File: src/inc/dmpc_pkg.sv
// Purpose: Constants and carrier types of the dual-mode pin control block.
// Assumes: One 200 MHz system clock samples every pin, the serial clock included.
// Notes: Register offsets are byte addresses on the plain register port.
package dmpc_pkg;

    // Serial frame geometry
    localparam int FRAME_BITS = 16;
    localparam int FRAME_CHECK_BITS = 24;
    localparam int CHECK_BITS = 8;
    localparam int COUNT_W = 5;
    localparam logic [COUNT_W-1:0] COUNT_PLAIN = 5'h10;
    localparam logic [COUNT_W-1:0] COUNT_CHECKED = 5'h18;
    localparam logic [COUNT_W-1:0] COUNT_MAX = 5'h1f;
    localparam logic [CHECK_BITS-1:0] CHECK_POLY = 8'h07;
    localparam logic [CHECK_BITS-1:0] CHECK_INIT = 8'h00;

    // Frame field positions
    localparam int FLD_ADDR_HI = 15;
    localparam int FLD_ADDR_LO = 13;
    localparam int FLD_CLEAR = 12;
    localparam int FLD_CLEAR_VALUE_SELECT = 11;
    localparam int FLD_RANGE_HI = 10;
    localparam int FLD_RANGE_LO = 7;
    localparam int FLD_DRIVE = 6;
    localparam int FLD_SENSE = 5;
    localparam int FLD_READBACK = 4;

    // Register map
    localparam int BUS_DW = 32;
    localparam logic [7:0] OFS_CTRL = 8'h00;
    localparam logic [7:0] OFS_STATUS = 8'h04;
    localparam logic [7:0] OFS_MASK = 8'h08;
    localparam logic [7:0] OFS_CONFIG = 8'h0c;
    localparam logic [7:0] OFS_PINS = 8'h10;

    // Status and mask bit positions
    localparam int STAT_W = 5;
    localparam int ST_LATCHED = 0;
    localparam int ST_CHECK_ERR = 1;
    localparam int ST_OPEN = 2;
    localparam int ST_HOT = 3;
    localparam int ST_BAD_LEN = 4;
    localparam logic [STAT_W-1:0] STAT_RESET = 5'h00;
    localparam logic [STAT_W-1:0] MASK_RESET = 5'h00;

    // Synchronised pin group
    typedef struct packed {
        logic sclk;
        logic serial_in_line;
        logic latch;
        logic addr2;
        logic addr1;
        logic addr0;
        logic clearPin;
        logic clrSelPin;
        logic hwSel;
        logic resetN;
        logic openCircuit;
        logic overTemp;
    } dmpc_pins_t;

    // Configuration loaded by a frame
    typedef struct packed {
        logic clearBit;
        logic clrSelBit;
        logic [3:0] range;
        logic driveEn;
        logic senseInternal;
    } dmpc_cfg_t;

    localparam dmpc_cfg_t CFG_RESET = '{default: 1'b0};

    // Registered top-level outputs
    typedef struct packed {
        logic sdo;
        logic faultOeN;
        logic openLoopOeN;
        logic [3:0] rangeSel;
        logic driveEn;
        logic senseInternal;
        logic clearActive;
        logic clearMid;
        logic irq;
        logic [BUS_DW-1:0] rdata;
    } dmpc_out_t;

endpackage

File: src/verilog/dmpc_pin_ctrl.sv
// Purpose: Pin-level control of a single-channel current output driver.
// Assumes: All pins are asynchronous to clk and pass two flops first.
// Notes: The serial clock is oversampled, so its rate is bounded by clk.
//
// Decided for this implementation: the register addresses and the strobed register port.
`timescale 1ns/10ps
module dmpc_pin_ctrl
    import dmpc_pkg::*;
#(
    parameter int ADDR_W = 8
) (
    // Clock and chip reset
    input wire logic clk,
    input wire logic rst_n,
    // Shared serial and hardware-mode pins
    input wire logic serialClockPin,
    input wire logic serialInLine,
    input wire logic frameLatchStrobe,
    input wire logic addressPin2,
    input wire logic addressPin1,
    input wire logic addressPin0,
    // Mode, clear and reset pins
    input wire logic clearValueSelect,
    input wire logic clearPin,
    input wire logic controlSourceSelect,
    input wire logic resetPinN,
    // Analog fault detectors
    input wire logic openCircuitDet,
    input wire logic overTempDet,
    // Serial readback line
    output logic serialOutLine,
    // Open-drain fault pins
    output logic faultOut,
    output logic faultOeN,
    output logic openLoopAlertOut,
    output logic openLoopAlertOeN,
    // Controls to the analog path
    output logic [3:0] rangeSel,
    output logic outputDriveEnable,
    output logic senseResistorSelect,
    output logic clearActive,
    output logic clearMidscale,
    // Interrupt
    output logic irq,
    // Register port
    input wire logic [ADDR_W-1:0] regAddr,
    input wire logic [BUS_DW-1:0] regWdata,
    input wire logic regWrite,
    input wire logic regRead,
    output logic [BUS_DW-1:0] regRdata
);

    // Address must reach the highest offset
    initial begin
        if (ADDR_W < 5 || ADDR_W > 32) begin
            $error("ADDR_W must be 5 to 32");
        end
    end

    // Whole state of the block
    typedef struct packed {
        dmpc_pins_t s1;
        dmpc_pins_t s2;
        dmpc_pins_t prev;
        logic [FRAME_CHECK_BITS-1:0] shiftIn;
        logic [COUNT_W-1:0] bitCount;
        logic [FRAME_BITS-1:0] rbShift;
        dmpc_cfg_t cfg;
        logic checkErr;
        logic checkRequire;
        logic [STAT_W-1:0] status;
        logic [STAT_W-1:0] mask;
        dmpc_out_t out;
    } dmpc_state_t;

    localparam dmpc_state_t STATE_RESET = '{
        s1: '{default: 1'b0},
        s2: '{default: 1'b0},
        prev: '{default: 1'b0},
        shiftIn: '0,
        bitCount: '0,
        rbShift: '0,
        cfg: CFG_RESET,
        checkErr: 1'b0,
        checkRequire: 1'b0,
        status: STAT_RESET,
        mask: MASK_RESET,
        out: '{faultOeN: 1'b1, openLoopOeN: 1'b1, default: '0}
    };

    dmpc_state_t state_reg; // Registered state
    dmpc_state_t state_next; // Next state

    // Frame check over the data word, one bit at a time
    function automatic logic [CHECK_BITS-1:0] frameCheck(input logic [FRAME_BITS-1:0] word);
        logic [CHECK_BITS-1:0] crc;
        crc = CHECK_INIT;
        for (int i = FRAME_BITS - 1; i >= 0; i--) begin
            if (crc[CHECK_BITS-1] ^ word[i]) begin
                crc = {crc[CHECK_BITS-2:0], 1'b0} ^ CHECK_POLY;
            end else begin
                crc = {crc[CHECK_BITS-2:0], 1'b0};
            end
        end
        return crc;
    endfunction

    // Register offset compare on the whole address
    function automatic logic hitOfs(input logic [ADDR_W-1:0] a, input logic [7:0] ofs);
        return a == ADDR_W'(ofs);
    endfunction

    // Combinational helpers
    logic swMode; // Software control selected
    logic sclkRise; // Serial clock rising edge seen
    logic sclkFall; // Serial clock falling edge seen
    logic latchRise; // Latch strobe rising edge seen
    logic swReset; // Reset pin asserted in software mode
    logic [FRAME_BITS-1:0] word; // Data part of the received frame
    logic lenOk; // Frame length acceptable
    logic checkOk; // Frame check matched or not used
    logic addrOk; // Frame addressed to this device
    logic [STAT_W-1:0] events; // Event bits this cycle
    logic [STAT_W-1:0] w1c; // Bits cleared by software
    logic [FRAME_BITS-1:0] rbWord; // Readback word
    logic [BUS_DW-1:0] rdVal; // Decoded read value

    // Next-state logic
    always_comb begin
        state_next = state_reg;
        word = '0;
        lenOk = 1'b0;
        checkOk = 1'b0;
        addrOk = 1'b0;
        events = '0;
        w1c = '0;
        rdVal = '0;

        // Two-stage pin synchronisers
        state_next.s1 = '{
            sclk: serialClockPin,
            serial_in_line: serialInLine,
            latch: frameLatchStrobe,
            addr2: addressPin2,
            addr1: addressPin1,
            addr0: addressPin0,
            clearPin: clearPin,
            clrSelPin: clearValueSelect,
            hwSel: controlSourceSelect,
            resetN: resetPinN,
            openCircuit: openCircuitDet,
            overTemp: overTempDet
        };
        state_next.s2 = state_reg.s1;
        state_next.prev = state_reg.s2;

        // Mode from the second stage; edges compare the second stage with prev
        swMode = !state_reg.s2.hwSel;
        sclkRise = state_reg.s2.sclk && !state_reg.prev.sclk;
        sclkFall = !state_reg.s2.sclk && state_reg.prev.sclk;
        latchRise = state_reg.s2.latch && !state_reg.prev.latch;
        swReset = swMode && !state_reg.s2.resetN;

        // Readback word shows address, faults and configuration
        rbWord = {state_reg.s2.addr2, state_reg.s2.addr1, state_reg.s2.addr0,
                  state_reg.checkErr, state_reg.s2.openCircuit, state_reg.s2.overTemp,
                  state_reg.cfg.range, state_reg.cfg.driveEn, state_reg.cfg.senseInternal,
                  state_reg.cfg.clearBit, state_reg.cfg.clrSelBit, 2'h0};

        if (swReset) begin
            // Reset pin returns the link side to power-on state
            state_next.shiftIn = '0;
            state_next.bitCount = '0;
            state_next.rbShift = '0;
            state_next.cfg = CFG_RESET;
            state_next.checkErr = 1'b0;
        end else if (swMode) begin
            // Input bit taken at the serial clock fall
            if (sclkFall) begin
                state_next.shiftIn = {state_reg.shiftIn[FRAME_CHECK_BITS-2:0],
                                      state_reg.s2.serial_in_line};
                if (state_reg.bitCount != COUNT_MAX) begin
                    state_next.bitCount = state_reg.bitCount + 1'b1;
                end
            end
            // Readback moves one bit on the serial clock rise
            if (sclkRise) begin
                state_next.rbShift = {state_reg.rbShift[FRAME_BITS-2:0], 1'b0};
            end
            // Latch strobe rise closes the frame
            if (latchRise) begin
                if (state_reg.bitCount == COUNT_PLAIN) begin
                    word = state_reg.shiftIn[FRAME_BITS-1:0];
                    lenOk = !state_reg.checkRequire;
                    checkOk = 1'b1;
                end else if (state_reg.bitCount == COUNT_CHECKED) begin
                    word = state_reg.shiftIn[FRAME_CHECK_BITS-1:CHECK_BITS];
                    lenOk = 1'b1;
                    checkOk = frameCheck(word) == state_reg.shiftIn[CHECK_BITS-1:0];
                end
                addrOk = word[FLD_ADDR_HI:FLD_ADDR_LO] ==
                         {state_reg.s2.addr2, state_reg.s2.addr1, state_reg.s2.addr0};
                state_next.bitCount = '0;
                if (!lenOk) begin
                    events[ST_BAD_LEN] = 1'b1;
                end else if (!checkOk) begin
                    // Corrupt frame is dropped and flagged
                    events[ST_CHECK_ERR] = 1'b1;
                    state_next.checkErr = 1'b1;
                end else if (addrOk) begin
                    // Parallel load of the new settings
                    state_next.cfg.clearBit = word[FLD_CLEAR];
                    state_next.cfg.clrSelBit = word[FLD_CLEAR_VALUE_SELECT];
                    state_next.cfg.range = word[FLD_RANGE_HI:FLD_RANGE_LO];
                    state_next.cfg.driveEn = word[FLD_DRIVE];
                    state_next.cfg.senseInternal = word[FLD_SENSE];
                    state_next.checkErr = 1'b0;
                    events[ST_LATCHED] = 1'b1;
                    if (word[FLD_READBACK]) begin
                        state_next.rbShift = rbWord;
                    end
                end
            end
        end

        // Level faults keep their sticky bits set
        events[ST_OPEN] = state_reg.s2.openCircuit;
        events[ST_HOT] = state_reg.s2.overTemp;

        // Register writes
        if (regWrite) begin
            if (hitOfs(regAddr, OFS_CTRL)) begin
                state_next.checkRequire = regWdata[0];
            end
            if (hitOfs(regAddr, OFS_STATUS)) begin
                w1c = regWdata[STAT_W-1:0];
            end
            if (hitOfs(regAddr, OFS_MASK)) begin
                state_next.mask = regWdata[STAT_W-1:0];
            end
        end
        // A new event wins over a clear in the same cycle
        state_next.status = (state_reg.status & ~w1c) | events;

        // Register reads, data valid only the cycle after
        if (regRead) begin
            if (hitOfs(regAddr, OFS_CTRL)) begin
                rdVal = BUS_DW'(state_reg.checkRequire);
            end else if (hitOfs(regAddr, OFS_STATUS)) begin
                rdVal = BUS_DW'(state_reg.status);
            end else if (hitOfs(regAddr, OFS_MASK)) begin
                rdVal = BUS_DW'(state_reg.mask);
            end else if (hitOfs(regAddr, OFS_CONFIG)) begin
                rdVal = BUS_DW'(state_reg.cfg);
            end else if (hitOfs(regAddr, OFS_PINS)) begin
                rdVal = BUS_DW'({state_reg.checkErr, state_reg.s2.hwSel,
                                 state_reg.s2.addr2, state_reg.s2.addr1,
                                 state_reg.s2.addr0});
            end
        end
        state_next.out.rdata = rdVal;

        // Pin functions by mode
        if (swMode) begin
            state_next.out.sdo = state_next.rbShift[FRAME_BITS-1];
            state_next.out.rangeSel = state_next.cfg.range;
            state_next.out.driveEn = state_next.cfg.driveEn;
            state_next.out.senseInternal = state_next.cfg.senseInternal;
            state_next.out.clearActive = state_reg.s2.clearPin
                                         | state_next.cfg.clearBit;
            state_next.out.clearMid = state_reg.s2.clrSelPin
                                      | state_next.cfg.clrSelBit;
            state_next.out.faultOeN = !(state_reg.s2.openCircuit | state_reg.s2.overTemp
                                        | state_next.checkErr);
            state_next.out.openLoopOeN = 1'b1;
        end else begin
            state_next.out.sdo = 1'b0;
            state_next.out.rangeSel = {state_reg.s2.addr0, state_reg.s2.addr1,
                                       state_reg.s2.addr2, state_reg.s2.serial_in_line};
            state_next.out.driveEn = state_reg.s2.sclk;
            state_next.out.senseInternal = state_reg.s2.latch;
            state_next.out.clearActive = state_reg.s2.clearPin;
            state_next.out.clearMid = state_reg.s2.clrSelPin;
            state_next.out.faultOeN = !state_reg.s2.overTemp;
            state_next.out.openLoopOeN = !state_reg.s2.openCircuit;
        end

        // Level interrupt from unmasked sticky bits
        state_next.out.irq = |(state_next.status & state_next.mask);
    end

    // State register
    always_ff @(posedge clk or negedge rst_n) begin
        if (!rst_n) begin
            state_reg <= STATE_RESET;
        end else begin
            state_reg <= state_next;
        end
    end

    // Outputs straight from flops; the open-drain data pins are tied low
    assign serialOutLine = state_reg.out.sdo;
    assign faultOut = 1'b0;
    assign faultOeN = state_reg.out.faultOeN;
    assign openLoopAlertOut = 1'b0;
    assign openLoopAlertOeN = state_reg.out.openLoopOeN;
    assign rangeSel = state_reg.out.rangeSel;
    assign outputDriveEnable = state_reg.out.driveEn;
    assign senseResistorSelect = state_reg.out.senseInternal;
    assign clearActive = state_reg.out.clearActive;
    assign clearMidscale = state_reg.out.clearMid;
    assign irq = state_reg.out.irq;
    assign regRdata = state_reg.out.rdata;

endmodule

File: config.mk
export PLATFORM = sky130hd
export DESIGN_NAME = dmpc_pin_ctrl
export DESIGN_NICKNAME = d
export VERILOG_FILES = /design/src/inc/dmpc_pkg.sv /design/src/verilog/dmpc_pin_ctrl.sv
export SDC_FILE = /design/constraint.sdc
export NUM_CORES = 1
export LEC_CHECK = 0
export BUFFER_PORTS_ARGS = -buffer_cell sky130_fd_sc_hd__buf_2
export CAP_MARGIN = 5
export CELL_PAD_IN_SITES_DETAIL_PLACEMENT = 1
export CELL_PAD_IN_SITES_GLOBAL_PLACEMENT = 2
export CORE_MARGIN = 3
export CORE_UTILIZATION = 36
export CTS_CLUSTER_SIZE = 30
export DETAILED_ROUTE_END_ITERATION = 12
export PLACE_DENSITY_LB_ADDON = 0.1
export SYNTH_ARGS = -nofsm -noshare
export SYNTH_HDL_FRONTEND = slang
export SYNTH_SLANG_ARGS = --single-unit
File: constraint.sdc
create_clock -name clk -period 3.43 [get_ports clk]
set_clock_uncertainty 0.2 [all_clocks]
set_input_delay 0.5145 -clock clk [delete_from_list [all_inputs] [get_ports clk]]
set_output_delay 0.5145 -clock clk [all_outputs]
set_load 0.05 [all_outputs]
==> impl_metrics.yaml, run 1 <==
sta:
  timing.final.hold_violations: 0
  finalHoldWorstSlack_ps: 8.29
  period_share: 0.872
  worstMarginPinSlew_ps: 843
  fmax_ghz: 0.334
  fin_crit_ps: 2990
  rsz0062_at_grt: "no"
  worst_slack_ps: 439
  drv_slew: 0
  setup_violations: 0
  max-slew-margin-rel: 0.437
  finalSetupTns_ps: 0
route:
  avgViaCountPerCell: 5.20
  wl_per_cell_um: 19.1
  ant_nets: 0
  drc: 0
  vias: 4064
  first_pass_iters: 4
  drt_iter0_markers: 152
  drt_wl_total_um: 15000
floorplanning:
  rows: 45
  die_area_mm2: 0.0175
  fp.dieH_um: 132
  dieWidth_um: 132
  core-area_mm2: 0.0154
  io_pins: 102
  initial_utilization: 0.373
layout:
  final_area_mm2: 0.00639
  instances_no_fill: 782
  largest_register_ffs: 58
  final_common_cell: "dfrtp_1"
  final_cell_mix: "dfrtp_1 (109), buf_2 (47), nand2_1 (45)"
  final_nets: 625
  diodes: 0
  drive_gt1_frac: 0.184
  final_core_util: 0.416
  syn2layout_area_growth_pct: 11.4
  fillers: 1720
synthesis:
  synth.distinct_cells: 60
  ys_seq_area_frac: 0.485
  ys_seq_elements: 111
  synth_enable_flop_cells: 0
  yosys.area.top_type_share: 0.475
  netlist_instances: 532
  async_reset_ff_frac: 1.00
  avgSynthCellArea_um2: 10.8
  netlist_area_mm2: 0.00574
  yosysWarnings: 0
  synth_ff_type: "dfrtp_1"
  synth_area_leaders: "dfrtp_1 (48%), mux2i_1 (6.5%), buf_4 (5.1%)"
  yosys.area.top_type: "dfrtp_1"
power_and_ir_drop:
  p_sw_uw: 717
  ir_worst_vdd_uv: 228
  power_mw: 2.80
  clock_power_share: 0.426
  swShare: 0.257
  p_int_mw: 2.08
  pwr-share-seq: 0.488
  power_frac_comb: 0.087
  p_leak_nw: 2.96
  p_per_area_mw_per_mm2: 437
clock_tree:
  cts-buffers-inserted: 9
  clock_path_buffers: 2
  post_cts_resized: 0
  hold_buffers: 0
  cts_setup_buffers: 0
  clk_pin_slew_ps: 80
  cts.sinks: 111
  htree_levels: 3
  clock_latency_ps: 350
  cts_tree: "built"
  cts-root-buf: "clkbuf_16"
setup_path:
  crit_type: "register to register"
  cp-start-kind: "register"
  path_cells: "xnor3_1 -> xnor2_1 -> nor3_1 -> o221ai_2 -> o31ai_4 -> buf_4 -> nand2_2 -> mux2i_1 -> o21ai_1"
  slowest_delay_ps: 480
  cp_top_family: "compound AO/OA/AOI/OAI gates"
  path_buf_inv: 1
  worst-path-stages: 9
  rrSetupSlack_ps: 440
  slowest_stage: "dfrtp_1"
  worstSetupEndpointType: "register"
  cp.required_ps: 3450
  critical_path.max_fanout: 6
  arrival_ps: 3010
  rr_worst_depth: 9
  r2r_start: "state_reg[102]"
  critical_path.reg2reg.endpoint: "outputDriveEnable"
placed_design:
  post-place-ws_ps: 415
  placed_area_mm2: 0.00605
  port_buffers: 48
  dp_cells: 766
  gp_congestion: 0.799
  dp_hpwl_um: 10900
grt:
  grtUsageTotal: 0.175
  grt_overflow_total: 0
  grt_pass1_vias: 4344
  grt_pass1_wl_um: 24000
  grt_max_degree: 57
  antenna_found_initial: 0
worst_hold_path:
  min_path_type: "input pin to asynchronous set/reset pin"
flow_run:
  cap_violations: 0
status:
  status: "complete, no violations"
==> cell usage after synthesis, types with 3 or more instances <==
library cell    n
dfrtp_1       109
nand2_1        45
buf_4          39
mux2i_1        37
nor2_1         34
nand3_1        28
a22o_1         25
o21ai_0        19
a21oi_1        17
clkbuf_1       14
xnor2_1        13
a22oi_1        11
or3_1          11
mux2_2          9
nor2b_1         8
xnor3_1         8
buf_2           7
inv_1           7
nor3_1          7
o21ai_1         7
xor2_1          7
and3_1          6
o31ai_1         5
a21o_1          4
a221o_1         4
nor3b_1         4
and2_1          3
and4_1          3
buf_6           3
ha_1            3
nor4_1          3
==> worst reg2reg max path: cells and delay by family (launching register included) <==
family / cells / cell delay (ps)
simple gates: 2 / 440
compound gates: 3 / 670
mux: 1 / 260
xor+xnor: 2 / 620
buf+inv: 1 / 200
flops: 1 / 480
==> layer usage <==
metal  global-route usage  vias to the layer above  wire length [um]
met4               0.0600                        0               299
li1                     -                     1896                 -
met1                0.226                     2058              6660
met3               0.0397                       23               697
met2                0.292                       87              7310
met5                    0                        -                 0
==> cell type report <==
type	instances	area (um2)	share of cell area
Timing Repair Buffer	63	380	0.0595
Multi-Input combinational cell	373	2600	0.406
Sequential cell	111	2780	0.435
Inverter	8	30.0	0.00470
Tap cell	211	264	0.0413
Clock buffer	11	253	0.0395
Clock inverter	5	87.6	0.0137
==> worst max path at each step <==
| stage | start | endpoint | slack [ps] |
|---|---|---|---|
| CTS | state_reg[102] | state_reg[67] | 400 |
| finish | state_reg[102] | outputDriveEnable | 440 |
| global route | state_reg[102] | rangeSel[1] | 210 |
| global placement | state_reg[102] | state_reg[72] | 440 |
| detailed placement | state_reg[102] | state_reg[67] | 420 |
| floorplan | state_reg[108] | state_reg[66] | 770 |
==> power groups by stage <==
| stage | clock network [mW] | logic [mW] | registers, mW |
|---|---|---|---|
| after floorplan | 0 | 0.168 | 1.40 |
| after global placement | 0 | 0.244 | 1.39 |
| after detailed placement | 0 | 0.246 | 1.39 |
| after CTS | 1.23 | 0.246 | 1.36 |
| after global routing | 1.28 | 0.264 | 1.37 |
| final | 1.19 | 0.242 | 1.36 |
==> cell families (layout without fill, tap and decap cells) <==
family,after synthesis,count (layout),share of synthesized area
buf+inv,73,87,0.0789
flops,111,111,0.485
compound gates,104,104,0.131
xor+xnor,29,29,0.0648
simple gates,163,163,0.145
mux,48,48,0.0885
fa+ha+maj,3,3,0.00654
other cells,1,26,0.000654
No activity file was read; power rests on OpenSTA's default activity.
==> run 2, diff against run 1 <==
--- a/config.mk
+++ b/config.mk
@@ -7,13 +7,11 @@
 export LEC_CHECK = 0
 export BUFFER_PORTS_ARGS = -buffer_cell sky130_fd_sc_hd__buf_2
 export CAP_MARGIN = 5
-export CELL_PAD_IN_SITES_DETAIL_PLACEMENT = 1
-export CELL_PAD_IN_SITES_GLOBAL_PLACEMENT = 2
 export CORE_MARGIN = 3
-export CORE_UTILIZATION = 36
+export CORE_UTILIZATION = 55
 export CTS_CLUSTER_SIZE = 30
 export DETAILED_ROUTE_END_ITERATION = 12
-export PLACE_DENSITY_LB_ADDON = 0.1
+export PLACE_DENSITY = 0.79
 export SYNTH_ARGS = -nofsm -noshare
 export SYNTH_HDL_FRONTEND = slang
 export SYNTH_SLANG_ARGS = --single-unit
==> impl_metrics.yaml, run 2 (synthesized netlist as in run 1, its figures left out) <==
status:
  status: "finished, violations left"
  violations: "hold timing"
sta:
  rsz0062_at_grt: "no"
  drv_slew: 0
  timing.final.hold_violations: 16
  worstMarginPinSlew_ps: 767
  max-slew-margin-rel: 0.487
  setup_violations: 0
  fmax_ghz: 0.321
  finalHoldWorstSlack_ps: -14.1
  finalSetupTns_ps: 0
  fin_crit_ps: 3110
  period_share: 0.908
setup_path:
  path_cells: "xor2_1 -> xnor3_1 -> nor3_2 -> o221ai_2 -> o31ai_4 -> nand2_1 -> o31ai_1"
  critical_path.max_fanout: 8
  worstSetupEndpointType: "register"
  r2r_start: "state_reg[106]"
  rr_worst_depth: 7
  path_buf_inv: 0
  arrival_ps: 3170
  rrSetupSlack_ps: 320
  slowest_delay_ps: 510
  critical_path.reg2reg.endpoint: "rangeSel[3]"
  crit_type: "register to register"
  slowest_stage: "dfrtp_1"
  cp_top_family: "compound AO/OA/AOI/OAI gates"
  cp.required_ps: 3490
  cp-start-kind: "register"
route:
  drc: 0
  avgViaCountPerCell: 5.86
  vias: 4110
  drt_iter0_markers: 383
  wl_per_cell_um: 17.8
  ant_nets: 0
  first_pass_iters: 6
  drt_wl_total_um: 12400
floorplanning:
  dieWidth_um: 108
  core-area_mm2: 0.00995
  rows: 36
  die_area_mm2: 0.0117
  io_pins: 102
  fp.dieH_um: 108
  initial_utilization: 0.576
flow_run:
  cap_violations: 0
clock_tree:
  clock_path_buffers: 2
  cts_tree: "built"
  cts.sinks: 111
  cts-root-buf: "clkbuf_8"
  post_cts_resized: 0
  cts_setup_buffers: 0
  htree_levels: 3
  hold_buffers: 0
  cts-buffers-inserted: 9
  clk_pin_slew_ps: 120
  clock_latency_ps: 380
power_and_ir_drop:
  pwr-share-seq: 0.571
  swShare: 0.295
  p_int_mw: 1.68
  power_frac_comb: 0.100
  p_leak_nw: 2.87
  ir_worst_vdd_uv: 289
  power_mw: 2.39
  p_per_area_mw_per_mm2: 390
  p_sw_uw: 705
  clock_power_share: 0.330
grt:
  grt_overflow_total: 0
  antenna_found_initial: 0
  grt_max_degree: 112
  grt_pass1_wl_um: 20100
  grtUsageTotal: 0.222
  grt_pass1_vias: 4059
layout:
  final_cell_mix: "dfrtp_1 (109), buf_2 (47), nand2_1 (45)"
  fillers: 800
  drive_gt1_frac: 0.176
  syn2layout_area_growth_pct: 6.87
  final_nets: 622
  diodes: 0
  largest_register_ffs: 58
  final_common_cell: "dfrtp_1"
  final_core_util: 0.616
placed_design:
  dp_hpwl_um: 8930
  port_buffers: 48
  gp_congestion: 0.870
worst_hold_path:
  min_path_type: "input pin to asynchronous set/reset pin"
## run 2: cell types whose count changed in the layout (fill, tap and decap cells not counted), sizes merged
cell         change
bufinv           -2
buf              -5
clkbuf           -2
dlygate4sd3      +2
inv              +1
clkinv           +3
## run 2: worst max path at each step
| stage | startpoint | cells after the start | slack (ps) | to |
|---|---|---|---|---|
| 2_1_floorplan | state_reg[108] | 8 | 770 | state_reg[66] |
| 3_3_place_gp | state_reg[106] | 7 | 480 | rangeSel[3] |
| 3_5_place_dp | state_reg[106] | 7 | 370 | rangeSel[3] |
| 4_1_cts | state_reg[106] | 7 | 330 | rangeSel[3] |
| 5_1_grt | state_reg[106] | 7 | 180 | rangeSel[3] |
| 6_report | state_reg[106] | 7 | 320 | rangeSel[3] |
## run 2: metrics by stage
stage	setup slack [ps]	instances	cell area (um2)
finish	316	701	6130
CTS	332	699	6110
global route	184	701	6130
floorplan	770	557	5830
global placement	481	683	5910
detailed placement	371	683	5910
## run 2: cell type report
type                    count  area (um2)  share of cell area
multi-input cells         373        2600               0.424
repair buffers             60         350              0.0571
well taps                 133         166              0.0271
clock buffers               9         124              0.0202
flip-flops and latches    111        2780               0.453
clock inverters             7        82.6              0.0135
inverters                   8        30.0             0.00490
## run 2: power by group through the flow
stage / Combinational (mW) / Sequential, mW / Clock, mW
2_1_floorplan: 0.168 / 1.40 / 0
3_3_place_gp: 0.234 / 1.39 / 0
3_5_place_dp: 0.237 / 1.39 / 0
4_1_cts: 0.237 / 1.36 / 0.808
5_1_grt: 0.258 / 1.37 / 0.862
6_report: 0.239 / 1.36 / 0.788
## run 2: metal layers
layer	GRT usage	share of wire	routed length [um]	vias up
met5	0	0	0	-
met4	0.0821	0.027	335	0
met3	0.0513	0.065	804	30
met2	0.347	0.47	5830	147
met1	0.304	0.44	5470	2049
li1	-	-	-	1884
